[config.mk]
export PLATFORM = sky130hd
export DESIGN_NAME = acc_load_exec
export DESIGN_NICKNAME = d
export VERILOG_FILES = /design/src/include/acc_load_pkg.sv /design/src/logic/acc_load_exec.sv
export VERILOG_INCLUDE_DIRS = /design/src /design/src/include
export SDC_FILE = /design/constraint.sdc
export NUM_CORES = 1
export LEC_CHECK = 0
export BUFFER_PORTS_ARGS = -buffer_cell sky130_fd_sc_hd__buf_2
export CORE_AREA = 2 2 46 48
export CTS_CLUSTER_SIZE = 28
export DETAILED_ROUTE_END_ITERATION = 16
export DIE_AREA = 0 0 48 50
export PLACE_DENSITY = 0.73
export SYNTH_ARGS = -nofsm -noshare
export SYNTH_HDL_FRONTEND = slang
export SYNTH_SLANG_ARGS = --single-unit
export TNS_END_PERCENT = 1
[constraint.sdc]
create_clock -name ref_clk_in -period 1.05 [get_ports ref_clk_in]
set_input_delay 0.0525 -clock ref_clk_in [delete_from_list [all_inputs] [get_ports ref_clk_in]]
set_output_delay 0.0525 -clock ref_clk_in [all_outputs]
set_load 0.02 [all_outputs]
[src/include/acc_load_regs.svh]
// constants of the accumulator load instruction group
// assumes a 10-bit instruction word, decoded in the execute stage against these opcodes
`ifndef ACC_LOAD_REGS_SVH
`define ACC_LOAD_REGS_SVH
// *****************
// opcodes, reset values and immediate field bounds
// *****************
`define OPC_LOAD_LCD_CTRL   10'h24A
`define OPC_LOAD_ADC_LOW    10'h249
`define OPC_LOAD_CLOCK_CTRL 10'h252
`define OPC_MEM_XOR_MASK    10'h3F0
`define OPC_MEM_XOR_BASE    10'h2C0
`define ACC_RESET           4'h0
`define X_RESET             4'h0
`define MEM_ADDR_RESET      6'h00
`define IMM_MSB             3
`define IMM_LSB             0
`endif

[src/include/acc_load_pkg.sv]
// types of the accumulator load instruction group
// assumes acc_load_regs.svh for numeric constants
package acc_load_pkg;
  typedef logic [3:0] nibble_t;
  typedef enum logic [1:0] {
    ST_IDLE = 2'b00,
    ST_EXEC = 2'b01
  } exec_state_e;
  typedef struct packed {
    exec_state_e state;
    nibble_t     acc;
    nibble_t     xreg;
    logic        done;
    logic        busy_err;
    logic [5:0]  mem_addr;
  } core_state_s;
endpackage

[src/logic/acc_load_exec.sv]
// execute stage of the accumulator load instruction group
// assumes decode presents one instruction word per strobe, and memory data
// at the data pointer is valid combinationally in the same cycle
//
// Contract
// - lcd control load copies all four control bits into the accumulator.
// - adc low load puts result bits 1,0 into accumulator bits 3,2.
// - adc low load clears accumulator bits 1 and 0.
// - memory load copies nibble at data pointer into the accumulator.
// - memory load xors the 4-bit immediate into the x register.
// - clock control load copies all four control bits into the accumulator.
`timescale 1ns/1ps
`default_nettype none
`include "acc_load_regs.svh"
module acc_load_exec (
  input  wire logic                  ref_clk_in,
  input  wire logic                  reset_in,
  input  wire logic                  instr_valid_in,
  input  wire logic [9:0]            instr_word_in,
  input  wire acc_load_pkg::nibble_t lcd_control_reg_in,
  input  wire acc_load_pkg::nibble_t clock_control_reg_in,
  input  wire logic                  adc_result_bit1_in,
  input  wire logic                  adc_result_bit0_in,
  input  wire acc_load_pkg::nibble_t mem_data_in,
  input  wire logic [5:0]            data_pointer_in,
  output logic [5:0]                 mem_addr_out,
  output acc_load_pkg::nibble_t      acc_out,
  output acc_load_pkg::nibble_t      xreg_out,
  output logic                       done_out,
  output logic                       carry_we_out,
  output logic                       skip_out
);
  import acc_load_pkg::*;

  // *****************
  // elaboration checks
  // *****************
  // a fixed word inside the memory block would decode twice, so refuse it here
  if ((`OPC_MEM_XOR_MASK & `OPC_MEM_XOR_BASE) != `OPC_MEM_XOR_BASE) begin : gen_base_check
    $error("memory load base has bits outside its mask");
  end
  if ((`OPC_MEM_XOR_MASK & 10'h00F) != 10'h000) begin : gen_imm_check
    $error("memory load mask covers the immediate field");
  end
  if ((`OPC_LOAD_LCD_CTRL & `OPC_MEM_XOR_MASK) == `OPC_MEM_XOR_BASE) begin : gen_lcd_check
    $error("lcd control load word falls in the memory block");
  end
  if ((`OPC_LOAD_ADC_LOW & `OPC_MEM_XOR_MASK) == `OPC_MEM_XOR_BASE) begin : gen_adc_check
    $error("adc low load word falls in the memory block");
  end
  if ((`OPC_LOAD_CLOCK_CTRL & `OPC_MEM_XOR_MASK) == `OPC_MEM_XOR_BASE) begin : gen_clk_check
    $error("clock control load word falls in the memory block");
  end
  if ((`OPC_LOAD_LCD_CTRL == `OPC_LOAD_ADC_LOW) ||
      (`OPC_LOAD_LCD_CTRL == `OPC_LOAD_CLOCK_CTRL) ||
      (`OPC_LOAD_ADC_LOW == `OPC_LOAD_CLOCK_CTRL)) begin : gen_unique_check
    $error("two load words share one encoding");
  end
  if ((`IMM_MSB - `IMM_LSB) != 3) begin : gen_field_check
    $error("immediate field is not four bits wide");
  end

  // *****************
  // decode
  // *****************
  logic    is_lcd;
  logic    is_adc;
  logic    is_mem;
  logic    is_clk;
  logic    is_group;
  nibble_t imm;
  nibble_t adc_nibble;

  // the immediate sits in the low field; only the memory form reads it
  assign is_lcd     = instr_valid_in && (instr_word_in == `OPC_LOAD_LCD_CTRL);
  assign is_adc     = instr_valid_in && (instr_word_in == `OPC_LOAD_ADC_LOW);
  assign is_clk     = instr_valid_in && (instr_word_in == `OPC_LOAD_CLOCK_CTRL);
  assign is_mem     = instr_valid_in &&
                      ((instr_word_in & `OPC_MEM_XOR_MASK) == `OPC_MEM_XOR_BASE);
  assign is_group   = is_lcd || is_adc || is_mem || is_clk;
  assign imm        = instr_word_in[`IMM_MSB:`IMM_LSB];
  // adc bits keep their order; the low half is cleared, not kept
  assign adc_nibble = {adc_result_bit1_in, adc_result_bit0_in, 2'b00};

  // *****************
  // state
  // *****************
  core_state_s cur;
  core_state_s next_cur;

  // memory is read combinationally, so a load finishes in the cycle it is taken
  always_comb begin
    next_cur          = cur;
    next_cur.busy_err = 1'b0;
    next_cur.mem_addr = data_pointer_in;
    case (cur.state)
      ST_IDLE: begin
        next_cur.state = is_group ? ST_EXEC : ST_IDLE;
      end
      ST_EXEC: begin
        next_cur.state = is_group ? ST_EXEC : ST_IDLE;
      end
      default: begin
        next_cur.state = ST_IDLE;
      end
    endcase
    if (is_lcd) begin
      next_cur.acc = lcd_control_reg_in;
    end else if (is_adc) begin
      next_cur.acc = adc_nibble;
    end else if (is_mem) begin
      next_cur.acc  = mem_data_in;
      next_cur.xreg = cur.xreg ^ imm;
    end else if (is_clk) begin
      next_cur.acc = clock_control_reg_in;
    end
    // one pulse per taken word; refused words leave accumulator and x alone
    next_cur.done = is_group;
  end

  always_ff @(posedge ref_clk_in or posedge reset_in) begin
    if (reset_in) begin
      cur.state    <= ST_IDLE;
      cur.acc      <= `ACC_RESET;
      cur.xreg     <= `X_RESET;
      cur.done     <= 1'b0;
      cur.busy_err <= 1'b0;
      cur.mem_addr <= `MEM_ADDR_RESET;
    end else begin
      cur <= next_cur;
    end
  end

  // *****************
  // outputs
  // *****************
  assign mem_addr_out = cur.mem_addr;
  assign acc_out      = cur.acc;
  assign xreg_out     = cur.xreg;
  assign done_out     = cur.done;
  // group never writes carry nor requests a skip
  assign carry_we_out = cur.busy_err;
  assign skip_out     = cur.busy_err;

  // *****************
  // checks: transfers
  // *****************
  AST_LCD: assert property (
    @(posedge ref_clk_in) disable iff (reset_in)
    is_lcd
    |=> acc_out == $past(lcd_control_reg_in))
    else $error("lcd load wrong");

  AST_ADC_HI: assert property (
    @(posedge ref_clk_in) disable iff (reset_in)
    is_adc
    |=> acc_out[3:2] == {$past(adc_result_bit1_in), $past(adc_result_bit0_in)})
    else $error("adc high bits wrong");

  AST_ADC_BIT3: assert property (
    @(posedge ref_clk_in) disable iff (reset_in)
    is_adc
    |=> acc_out[3] == $past(adc_result_bit1_in))
    else $error("adc bit order wrong in bit 3");

  AST_ADC_BIT2: assert property (
    @(posedge ref_clk_in) disable iff (reset_in)
    is_adc
    |=> acc_out[2] == $past(adc_result_bit0_in))
    else $error("adc bit order wrong in bit 2");

  AST_ADC_LO: assert property (
    @(posedge ref_clk_in) disable iff (reset_in)
    is_adc
    |=> acc_out[1:0] == 2'b00)
    else $error("adc low bits not cleared");

  AST_MEM: assert property (
    @(posedge ref_clk_in) disable iff (reset_in)
    is_mem
    |=> acc_out == $past(mem_data_in))
    else $error("memory load wrong");

  // the antecedent skips the release edge, where the register still holds reset
  AST_ADDR: assert property (
    @(posedge ref_clk_in) disable iff (reset_in)
    !reset_in
    |=> mem_addr_out == $past(data_pointer_in))
    else $error("memory address does not follow the data pointer");

  AST_CLK: assert property (
    @(posedge ref_clk_in) disable iff (reset_in)
    is_clk
    |=> acc_out == $past(clock_control_reg_in))
    else $error("clock load wrong");

  // *****************
  // checks: x register
  // *****************
  AST_XOR: assert property (
    @(posedge ref_clk_in) disable iff (reset_in)
    is_mem
    |=> xreg_out == ($past(xreg_out) ^ $past(instr_word_in[3:0])))
    else $error("x xor wrong");

  AST_X_HOLD: assert property (
    @(posedge ref_clk_in) disable iff (reset_in)
    !is_mem
    |=> $stable(xreg_out))
    else $error("x changed without memory load");

  AST_X_ZERO_IMM: assert property (
    @(posedge ref_clk_in) disable iff (reset_in)
    is_mem && (imm == 4'h0)
    |=> $stable(xreg_out))
    else $error("x changed by a zero immediate");

  AST_X_FULL_IMM: assert property (
    @(posedge ref_clk_in) disable iff (reset_in)
    is_mem && (imm == 4'hF)
    |=> xreg_out == ~$past(xreg_out))
    else $error("x not inverted by an all ones immediate");

  // *****************
  // checks: timing
  // *****************
  AST_ONE_CYCLE: assert property (
    @(posedge ref_clk_in) disable iff (reset_in)
    is_group
    |=> done_out)
    else $error("not one cycle");

  AST_DONE_ONLY: assert property (
    @(posedge ref_clk_in) disable iff (reset_in)
    !is_group
    |=> !done_out)
    else $error("done without a taken word");

  AST_DONE_PULSE: assert property (
    @(posedge ref_clk_in) disable iff (reset_in)
    is_group ##1 !is_group
    |=> !done_out)
    else $error("done stands longer than one cycle");

  AST_BACK_TO_BACK: assert property (
    @(posedge ref_clk_in) disable iff (reset_in)
    is_group ##1 is_group
    |=> done_out)
    else $error("second of two adjacent loads lost");

  AST_ACC_HOLD: assert property (
    @(posedge ref_clk_in) disable iff (reset_in)
    !is_group
    |=> $stable(acc_out))
    else $error("accumulator changed without a taken word");

  // *****************
  // checks: state
  // *****************
  AST_STATE_EXEC: assert property (
    @(posedge ref_clk_in) disable iff (reset_in)
    is_group
    |=> cur.state == ST_EXEC)
    else $error("taken word did not enter execute");

  AST_STATE_IDLE: assert property (
    @(posedge ref_clk_in) disable iff (reset_in)
    !is_group
    |=> cur.state == ST_IDLE)
    else $error("execute state without a taken word");

  AST_DONE_STATE: assert property (
    @(posedge ref_clk_in) disable iff (reset_in)
    done_out
    |-> cur.state == ST_EXEC)
    else $error("done outside execute");

  // *****************
  // checks: side outputs
  // *****************
  AST_NO_SKIP: assert property (
    @(posedge ref_clk_in) disable iff (reset_in)
    done_out
    |-> !skip_out && !carry_we_out)
    else $error("skip or carry touched");

  AST_NO_CARRY: assert property (
    @(posedge ref_clk_in) disable iff (reset_in)
    !carry_we_out)
    else $error("carry write requested");

  AST_NO_SKIP_EVER: assert property (
    @(posedge ref_clk_in) disable iff (reset_in)
    !skip_out)
    else $error("skip requested");

  AST_BUSY_CLEAR: assert property (
    @(posedge ref_clk_in) disable iff (reset_in)
    !cur.busy_err)
    else $error("error flag raised");
endmodule // acc_load_exec
`default_nettype wire

==> impl_metrics.yaml, run 1 <==
sta:
  slew_headroom_pct: 64.2
  finalSetupViolCount: 4
  worst_pin_slew_ns: 0.537
  drv_slew: 0
  fin_crit_ns: 1.34
  hold_slack_ns: 0.0416
  fin_setup_tns_ns: -1.01
  period_share_pct: 128
  rsz0062_at_grt: "true"
  fin_skew_ns: 0
  setup_ws_ns: -0.294
  hold_violations: 0
  fmax_ghz: 0.744
grt:
  grt_pass1_vias: 684
  grt_first_pass_wirelength_um: 2780
  grt_start_max_net_pins: 16
  grt_use_total_pct: 16.5
  antenna_found_initial: 0
  grt-ovfl-total: 0
worst_setup_path:
  crit_arrival_ns: 1.51
  cpMaxStageDelayCell: "or4b_4"
  crit_buf_inv: 1
  crit_required_ns: 1.22
  cp_slowest_stage_delay_ns: 0.56
  crit_type: "in -> reg"
  start_kind: "input port"
  cp_top_family: "compound AO/OA/AOI/OAI gates"
  endpoint_kind: "flop"
  critPathMaxFanout: 5
  worstPathCellList: "buf_6, or4b_4, a2111o_1, a21boi_4, a221o_1"
power_and_ir_drop:
  power_per_cell_area_nw_per_um2: 1170
  p_sw_share_pct: 28.8
  p_leak_nw: 0.606
  pwr-share-comb_pct: 27.4
  pwr-share-clk_pct: 23.3
  p_seq_share_pct: 49.4
  ir_drop_uv: 589
  p_total_mw: 1.37
  intPower_mw: 0.972
  switchingPower_mw: 0.394
placed_design:
  gp_congestion: 0.860
  placed_area_um2: 1060
  port_buffers: 47
  place_inst: 144
  post-place-ws_ns: -0.608
  dp.final_hpwl_um: 1470
cts:
  cts_sinks: 15
  cts_buffers: 3
  clockBufferDepth: 2
  clk-insertion-delay-late_ns: 0.28
  root_buffer: "clkbuf_4"
  path_clk_slew_ns: 0.08
  cts.htree.levels: 1
  cts_tree: "built"
route:
  via_count: 720
  post-route-drc-count: 0
  dr.pass1.iters: 2
  ant_nets: 0
  avgRoutedWirePerCell_um: 11.8
  drt-initial-drc-count: 5
  drt-vias-per-instance: 4.65
  wl_um: 1830
floorplan:
  rows: 16
  initial_core_util_pct: 37.6
  dieArea_um2: 2400
  fp.dieH_um: 50
  pin_count: 50
  die_width_um: 48
  core-area_um2: 1900
yosys:
  ys_ff_latch: 15
  syn_inst: 60
  ys_types: 26
  synth_warnings: 0
  syn_area_um2: 714
  ys_seq_area_share_pct: 52.5
  syn_avg_cell_area_um2: 11.9
final_layout:
  final_nets: 162
  final_common_cell: "buf_2"
  drive_gt1_share_pct: 53.9
  final_cells: 155
  final_cell_mix: "buf_2, dfrtp_1, buf_4"
  finish.utilization_pct: 61.4
  final_area_um2: 1170
  diodes: 0
  area_growth_pct: 63.6
job:
  drv_cap: 0
outcome:
  status: "finished, violations left"
  violations: "negative setup slack"
hold_path:
  hold_class: "in -> reg"
==> power by group through the flow <==
| stage | registers (mW) | clock network [mW] | logic [mW] |
|---|---|---|---|
| after floorplan | 0.764 | 0 | 0.103 |
| after global placement | 0.684 | 0 | 0.341 |
| after detailed placement | 0.687 | 0 | 0.348 |
| after CTS | 0.675 | 0.323 | 0.376 |
| after global routing | 0.682 | 0.354 | 0.408 |
| final | 0.675 | 0.318 | 0.374 |
==> final timing paths <==
check	start	to	slack (ns)	depth (start not counted)
worst max-delay path	instr_word_in[8]	acc_out[2]	-0.29	5
worst min-delay path	instr_word_in[2]	xreg_out[2]	0.04	3
worst max register to register	acc_out[2]	acc_out[2]	0.18	1
worst min register to register	xreg_out[3]	xreg_out[3]	0.47	1
max in group asynchronous	reset_in	mem_addr_out[4]	0.33	3
min in group asynchronous	reset_in	mem_addr_out[1]	0.37	3
==> kinds of logic after synthesis <==
family          synth area share (%)
buf+inv                         4.20
mux                             5.95
simple gates                    17.0
other cells                    0.525
compound gates                  14.9
xor+xnor                        4.90
flops                           52.5
==> cell usage after synthesis (all sizes together) <==
library cell	count	area, um^2
buf	2	15.0
a2111o	1	11.3
nand4bb	1	11.3
dfrtp	15	375
nand2	4	15.0
nor2	1	6.26
or2b	3	25.0
conb	1	3.75
inv	4	15.0
mux2i	2	20.0
nand3	1	5.00
a221o	2	20.0
nor3b	1	7.51
nor3	1	5.00
mux2	2	22.5
nand3b	1	7.51
o22ai	3	18.8
xnor2	4	35.0
a221oi	2	17.5
or4bb	1	11.3
a21oi	4	20.0
and2b	1	7.51
and2	1	6.26
a21boi	1	18.8
or4b	1	13.8
==> registers in the layout, summed over array words and instances, names as in the netlist <==
signal	cells
mem_addr_out	6
done_out	1
acc_out	4
xreg_out	4
==> metal layers <==
layer / vias to the layer above / track usage [%] / part of all wire (%)
li1: 350 / - / -
met1: 326 / 19.3 / 42
met2: 40 / 26.4 / 46
met3: 4 / 3.30 / 9.4
met4: 0 / 9.46 / 2.5
met5: - / 0 / 0
==> cell type report <==
| class | instances | area (um^2) |
|---|---|---|
| Fill cell | 167 | 733 |
| Timing Repair Buffer | 65 | 394 |
| Sequential cell | 15 | 375 |
| Multi-Input combinational cell | 40 | 324 |
| Tap cell | 27 | 33.8 |
| Clock buffer | 4 | 26.3 |
| Inverter | 4 | 15.0 |
==> what timing repair did <==
action,in CTS,in global routing
setup endpoints to repair,8,9
gates resized for setup,2,0
setup buffers,0,0
hold endpoints to repair,21,0
hold buffers,7,0
pin swaps,2,0
Note: power is estimated with default switching activity, not from simulation.
==> run 2, diff against run 1 <==
Settings changed: CELL_PAD_IN_SITES_DETAIL_PLACEMENT from default to 0, CELL_PAD_IN_SITES_GLOBAL_PLACEMENT from default to 2, CORE_AREA 2 2 46 48 to 2 2 60 62, DIE_AREA 0 0 48 50 to 0 0 62 64, TNS_END_PERCENT 1 to default.
==> impl_metrics.yaml, run 2 (synthesis gave the netlist of run 1 again) <==
outcome:
  status: "finished, violations left"
  violations: "negative setup slack"
floorplan:
  dieArea_um2: 3970
  initial_core_util_pct: 21.8
  rows: 21
  pin_count: 50
  die_width_um: 62
  fp.dieH_um: 64
  core-area_um2: 3280
hold_path:
  min-delay-start: "instr_word_in[3]"
  hold_class: "in -> reg"
  holdPathStages: 3
  min_to: "xreg_out[3]"
final_layout:
  final_common_cell: "buf_2"
  area_growth_pct: 69.0
  diodes: 0
  final_area_um2: 1210
  drive_gt1_share_pct: 56.6
  final_nets: 163
  largest_reg_flops: 6
  final_cell_mix: "buf_2, dfrtp_1, buf_4"
  final_cells: 175
  fillers: 336
worst_setup_path:
  worstPathCellList: "buf_6, or4b_4, a2111o_1, a21boi_4, a221o_1"
  endpoint_kind: "flop"
  crit_required_ns: 1.22
  crit_type: "in -> reg"
  cp_slowest_stage_delay_ns: 0.56
  cpMaxStageDelayCell: "or4b_4"
  regToRegStartpoint: "acc_out[2]"
  start_kind: "input port"
  reg2reg_slack_ns: 0.20
  r2r-end: "acc_out[2]"
  crit_arrival_ns: 1.50
  r2r_cells: 1
  cp_top_family: "compound AO/OA/AOI/OAI gates"
  crit_buf_inv: 1
  critPathMaxFanout: 5
cts:
  cts_buffers: 3
  clockBufferDepth: 2
  path_clk_slew_ns: 0.09
  cts_sinks: 15
  root_buffer: "clkbuf_4"
  cts.htree.levels: 1
  clk-insertion-delay-late_ns: 0.27
  cts_tree: "built"
grt:
  grt_start_max_net_pins: 16
  grt_use_total_pct: 9.37
  grt-ovfl-total: 0
  grt_pass1_vias: 616
  antenna_found_initial: 0
  grt_first_pass_wirelength_um: 2740
sta:
  slew_headroom_pct: 63.8
  rsz0062_at_grt: "true"
  fin_setup_tns_ns: -1.05
  hold_violations: 0
  fin_skew_ns: 0
  period_share_pct: 127
  fin_crit_ns: 1.34
  setup_ws_ns: -0.288
  worst_pin_slew_ns: 0.542
  fmax_ghz: 0.747
  drv_slew: 0
  finalSetupViolCount: 8
route:
  ant_nets: 0
  dr.pass1.iters: 5
  via_count: 717
  post-route-drc-count: 0
  wl_um: 1940
  avgRoutedWirePerCell_um: 11.1
  drt-vias-per-instance: 4.10
  drt-initial-drc-count: 52
placed_design:
  place_inst: 164
  placed_area_um2: 1090
  port_buffers: 47
  gp_congestion: 0.700
  dp.final_hpwl_um: 1590
power_and_ir_drop:
  p_leak_nw: 0.613
  power_per_cell_area_nw_per_um2: 1140
  ir_drop_uv: 283
job:
  drv_cap: 0
[run 2: through the flow]
| step | power (mW) | hold WS (ns) | setup slack, ns | utilization (%) |
|---|---|---|---|---|
| floorplan | 0.867 | -0.0460 | -0.508 | - |
| global placement | 1.03 | 0.121 | -0.571 | 33.2 |
| detailed placement | 1.04 | 0.126 | -0.594 | 33.2 |
| CTS | 1.39 | 0.0548 | -0.282 | 36.7 |
| global route | 1.46 | 0.0636 | -0.313 | 36.8 |
| finish | 1.37 | 0.0556 | -0.288 | 36.8 |
[run 2: final cells by class]
type	instances	area, um^2	share of cell area [%]
Clock buffer	3	22.5	1.87
Clock inverter	1	5.00	0.415
Inverter	4	15.0	1.24
Multi-Input combinational cell	40	330	27.4
Sequential cell	15	375	31.1
Tap cell	46	57.6	4.77
Timing Repair Buffer	66	402	33.3
[run 2: timing repair]
item | CTS | global route
hold buffers | 7 | 0
buffers inserted | 0 | 1
resized for setup | 3 | 2
setup endpoints to repair | 8 | 6
pin swaps | 1 | 2
hold endpoints to repair | 21 | 0
[run 2: worst min-delay path: stages]
cell     delay, ns
buf_2         0.11
nand2_1       0.07
xnor2_1       0.06
[run 2: report_power, final]
group | switching, mW | total, mW | internal, mW
registers | 0.0347 | 0.674 | 0.640
logic | 0.191 | 0.377 | 0.186
clock network | 0.180 | 0.321 | 0.141
total | 0.405 | 1.37 | 0.967
[run 2: worst max-delay path by stage]
stage | cells past startpoint | to | from
floorplan | 4 | acc_out[2] | instr_word_in[8]
global placement | 5 | acc_out[2] | instr_word_in[8]
detailed placement | 5 | acc_out[3] | instr_word_in[8]
CTS | 5 | acc_out[3] | instr_word_in[8]
global route | 5 | acc_out[3] | instr_word_in[8]
finish | 5 | acc_out[3] | instr_word_in[8]
[run 2: metal layers]
| metal | up-vias | part of all wire, % | track usage, % |
|---|---|---|---|
| met3 | 2 | 13 | 2.02 |
| li1 | 355 | - | - |
| met5 | - | 0 | 0 |
| met1 | 318 | 49 | 13.1 |
| met2 | 42 | 37 | 13.5 |
| met4 | 0 | 0.98 | 3.99 |
==> run 3, diff against run 2 <==
Settings changed: SKIP_CTS_REPAIR_TIMING from default to 1.
==> impl_metrics.yaml, run 3 (synthesis gave the netlist of run 1 again) <==
grt:
  grt-ovfl-total: 0
  grt_first_pass_wirelength_um: 2620
  grt_use_total_pct: 9.05
  antenna_found_initial: 0
  grt_pass1_vias: 556
  grt_start_max_net_pins: 16
placed_design:
  dp.final_hpwl_um: 1590
  post-place-ws_ns: -0.594
  placed_area_um2: 1090
  gp_congestion: 0.700
  port_buffers: 47
  place_inst: 164
sta:
  fin_crit_ns: 1.36
  hold_violations: 0
  worst_pin_slew_ns: 0.541
  period_share_pct: 129
  drv_slew: 0
  setup_ws_ns: -0.307
  fmax_ghz: 0.737
  slew_headroom_pct: 63.9
  finalSetupViolCount: 4
  hold_slack_ns: 0.0575
  fin_skew_ns: 0
  rsz0062_at_grt: "true"
job:
  drv_cap: 0
route:
  drt-vias-per-instance: 4.03
  via_count: 706
  ant_nets: 0
  wl_um: 1940
  dr.pass1.iters: 4
  drt-initial-drc-count: 57
  post-route-drc-count: 0
  avgRoutedWirePerCell_um: 11.1
cts:
  cts_buffers: 3
  clockBufferDepth: 2
  cts_sinks: 15
  path_clk_slew_ns: 0.10
  clk-insertion-delay-late_ns: 0.28
  cts_tree: "built"
  root_buffer: "clkbuf_4"
  cts.htree.levels: 1
final_layout:
  final_cell_mix: "buf_2, dfrtp_1, buf_4"
  final_common_cell: "buf_2"
  largest_reg_flops: 6
  drive_gt1_share_pct: 56.6
  final_nets: 163
  final_cells: 175
  final_area_um2: 1210
  diodes: 0
  area_growth_pct: 68.8
power_and_ir_drop:
  p_seq_share_pct: 49.2
  pwr-share-clk_pct: 23.7
  switchingPower_mw: 0.408
  intPower_mw: 0.962
  p_leak_nw: 0.615
  p_sw_share_pct: 29.8
  power_per_cell_area_nw_per_um2: 1140
  pwr-share-comb_pct: 27.1
  ir_drop_uv: 286
worst_setup_path:
  crit_type: "in -> reg"
  critPathMaxFanout: 5
  r2r_cells: 1
  endpoint_kind: "flop"
  crit_required_ns: 1.22
  crit_arrival_ns: 1.53
  start_kind: "input port"
outcome:
  status: "finished, violations left"
  violations: "negative setup slack"
floorplan:
  rows: 21
  pin_count: 50
  dieArea_um2: 3970
  core-area_um2: 3280
  initial_core_util_pct: 21.8
  fp.dieH_um: 64
  die_width_um: 62
hold_path:
  holdPathStages: 3
  hold_class: "in -> reg"
## run 3: cell counts in the layout (fill, tap and decap cells not counted)
Identical to the previous run, type by type.
## run 3: per-layer routing
layer	up-vias	share of wire [%]	wire, um	track usage [%]
met5	-	0	0	0
met4	0	0.72	14	3.99
met3	2	12	236	2.23
met2	40	37	723	12.1
met1	309	50	966	13.4
li1	355	-	-	-
## run 3: cell type report
type	instances	area (um^2)
clock buffer	3	22.5
clock inverter	1	5.00
fill	338	2080
inverter	4	15.0
multi-input combinational	40	325
sequential	15	375
tap	46	57.6
timing repair buffer	66	405
## run 3: worst paths after layout
check / slack, ns / startpoint / endpoint
worst max-delay path: -0.31 / instr_word_in[8] / acc_out[2]
worst min-delay path: 0.06 / instr_word_in[2] / xreg_out[2]
worst max register to register: 0.21 / acc_out[3] / acc_out[3]
worst min register to register: 0.46 / xreg_out[2] / xreg_out[2]
max in group asynchronous: 0.33 / reset_in / xreg_out[2]
min in group asynchronous: 0.36 / reset_in / mem_addr_out[5]
## run 3: metrics by stage
stage | power, mW | TNS, ns | utilization, %
CTS | 1.36 | -1.15 | 34.1
global placement | 1.03 | -3.59 | 33.2
finish | 1.37 | -1.08 | 36.7
floorplan | 0.867 | -2.36 | -
global route | 1.46 | -1.27 | 36.7
detailed placement | 1.04 | -3.80 | 33.2
## run 3: worst max-delay path: stages
cell	delay, ns
buf_6	0.09
or4b_4	0.56
a2111o_1	0.32
a21boi_4	0.16
a221o_1	0.34
## run 3: power groups by stage
stage | clock, mW | combinational, mW | sequential (mW)
after global placement | 0 | 0.348 | 0.686
after floorplan | 0 | 0.103 | 0.764
after detailed placement | 0 | 0.351 | 0.686
after global routing | 0.370 | 0.402 | 0.684
final | 0.324 | 0.371 | 0.675
after CTS | 0.332 | 0.352 | 0.674
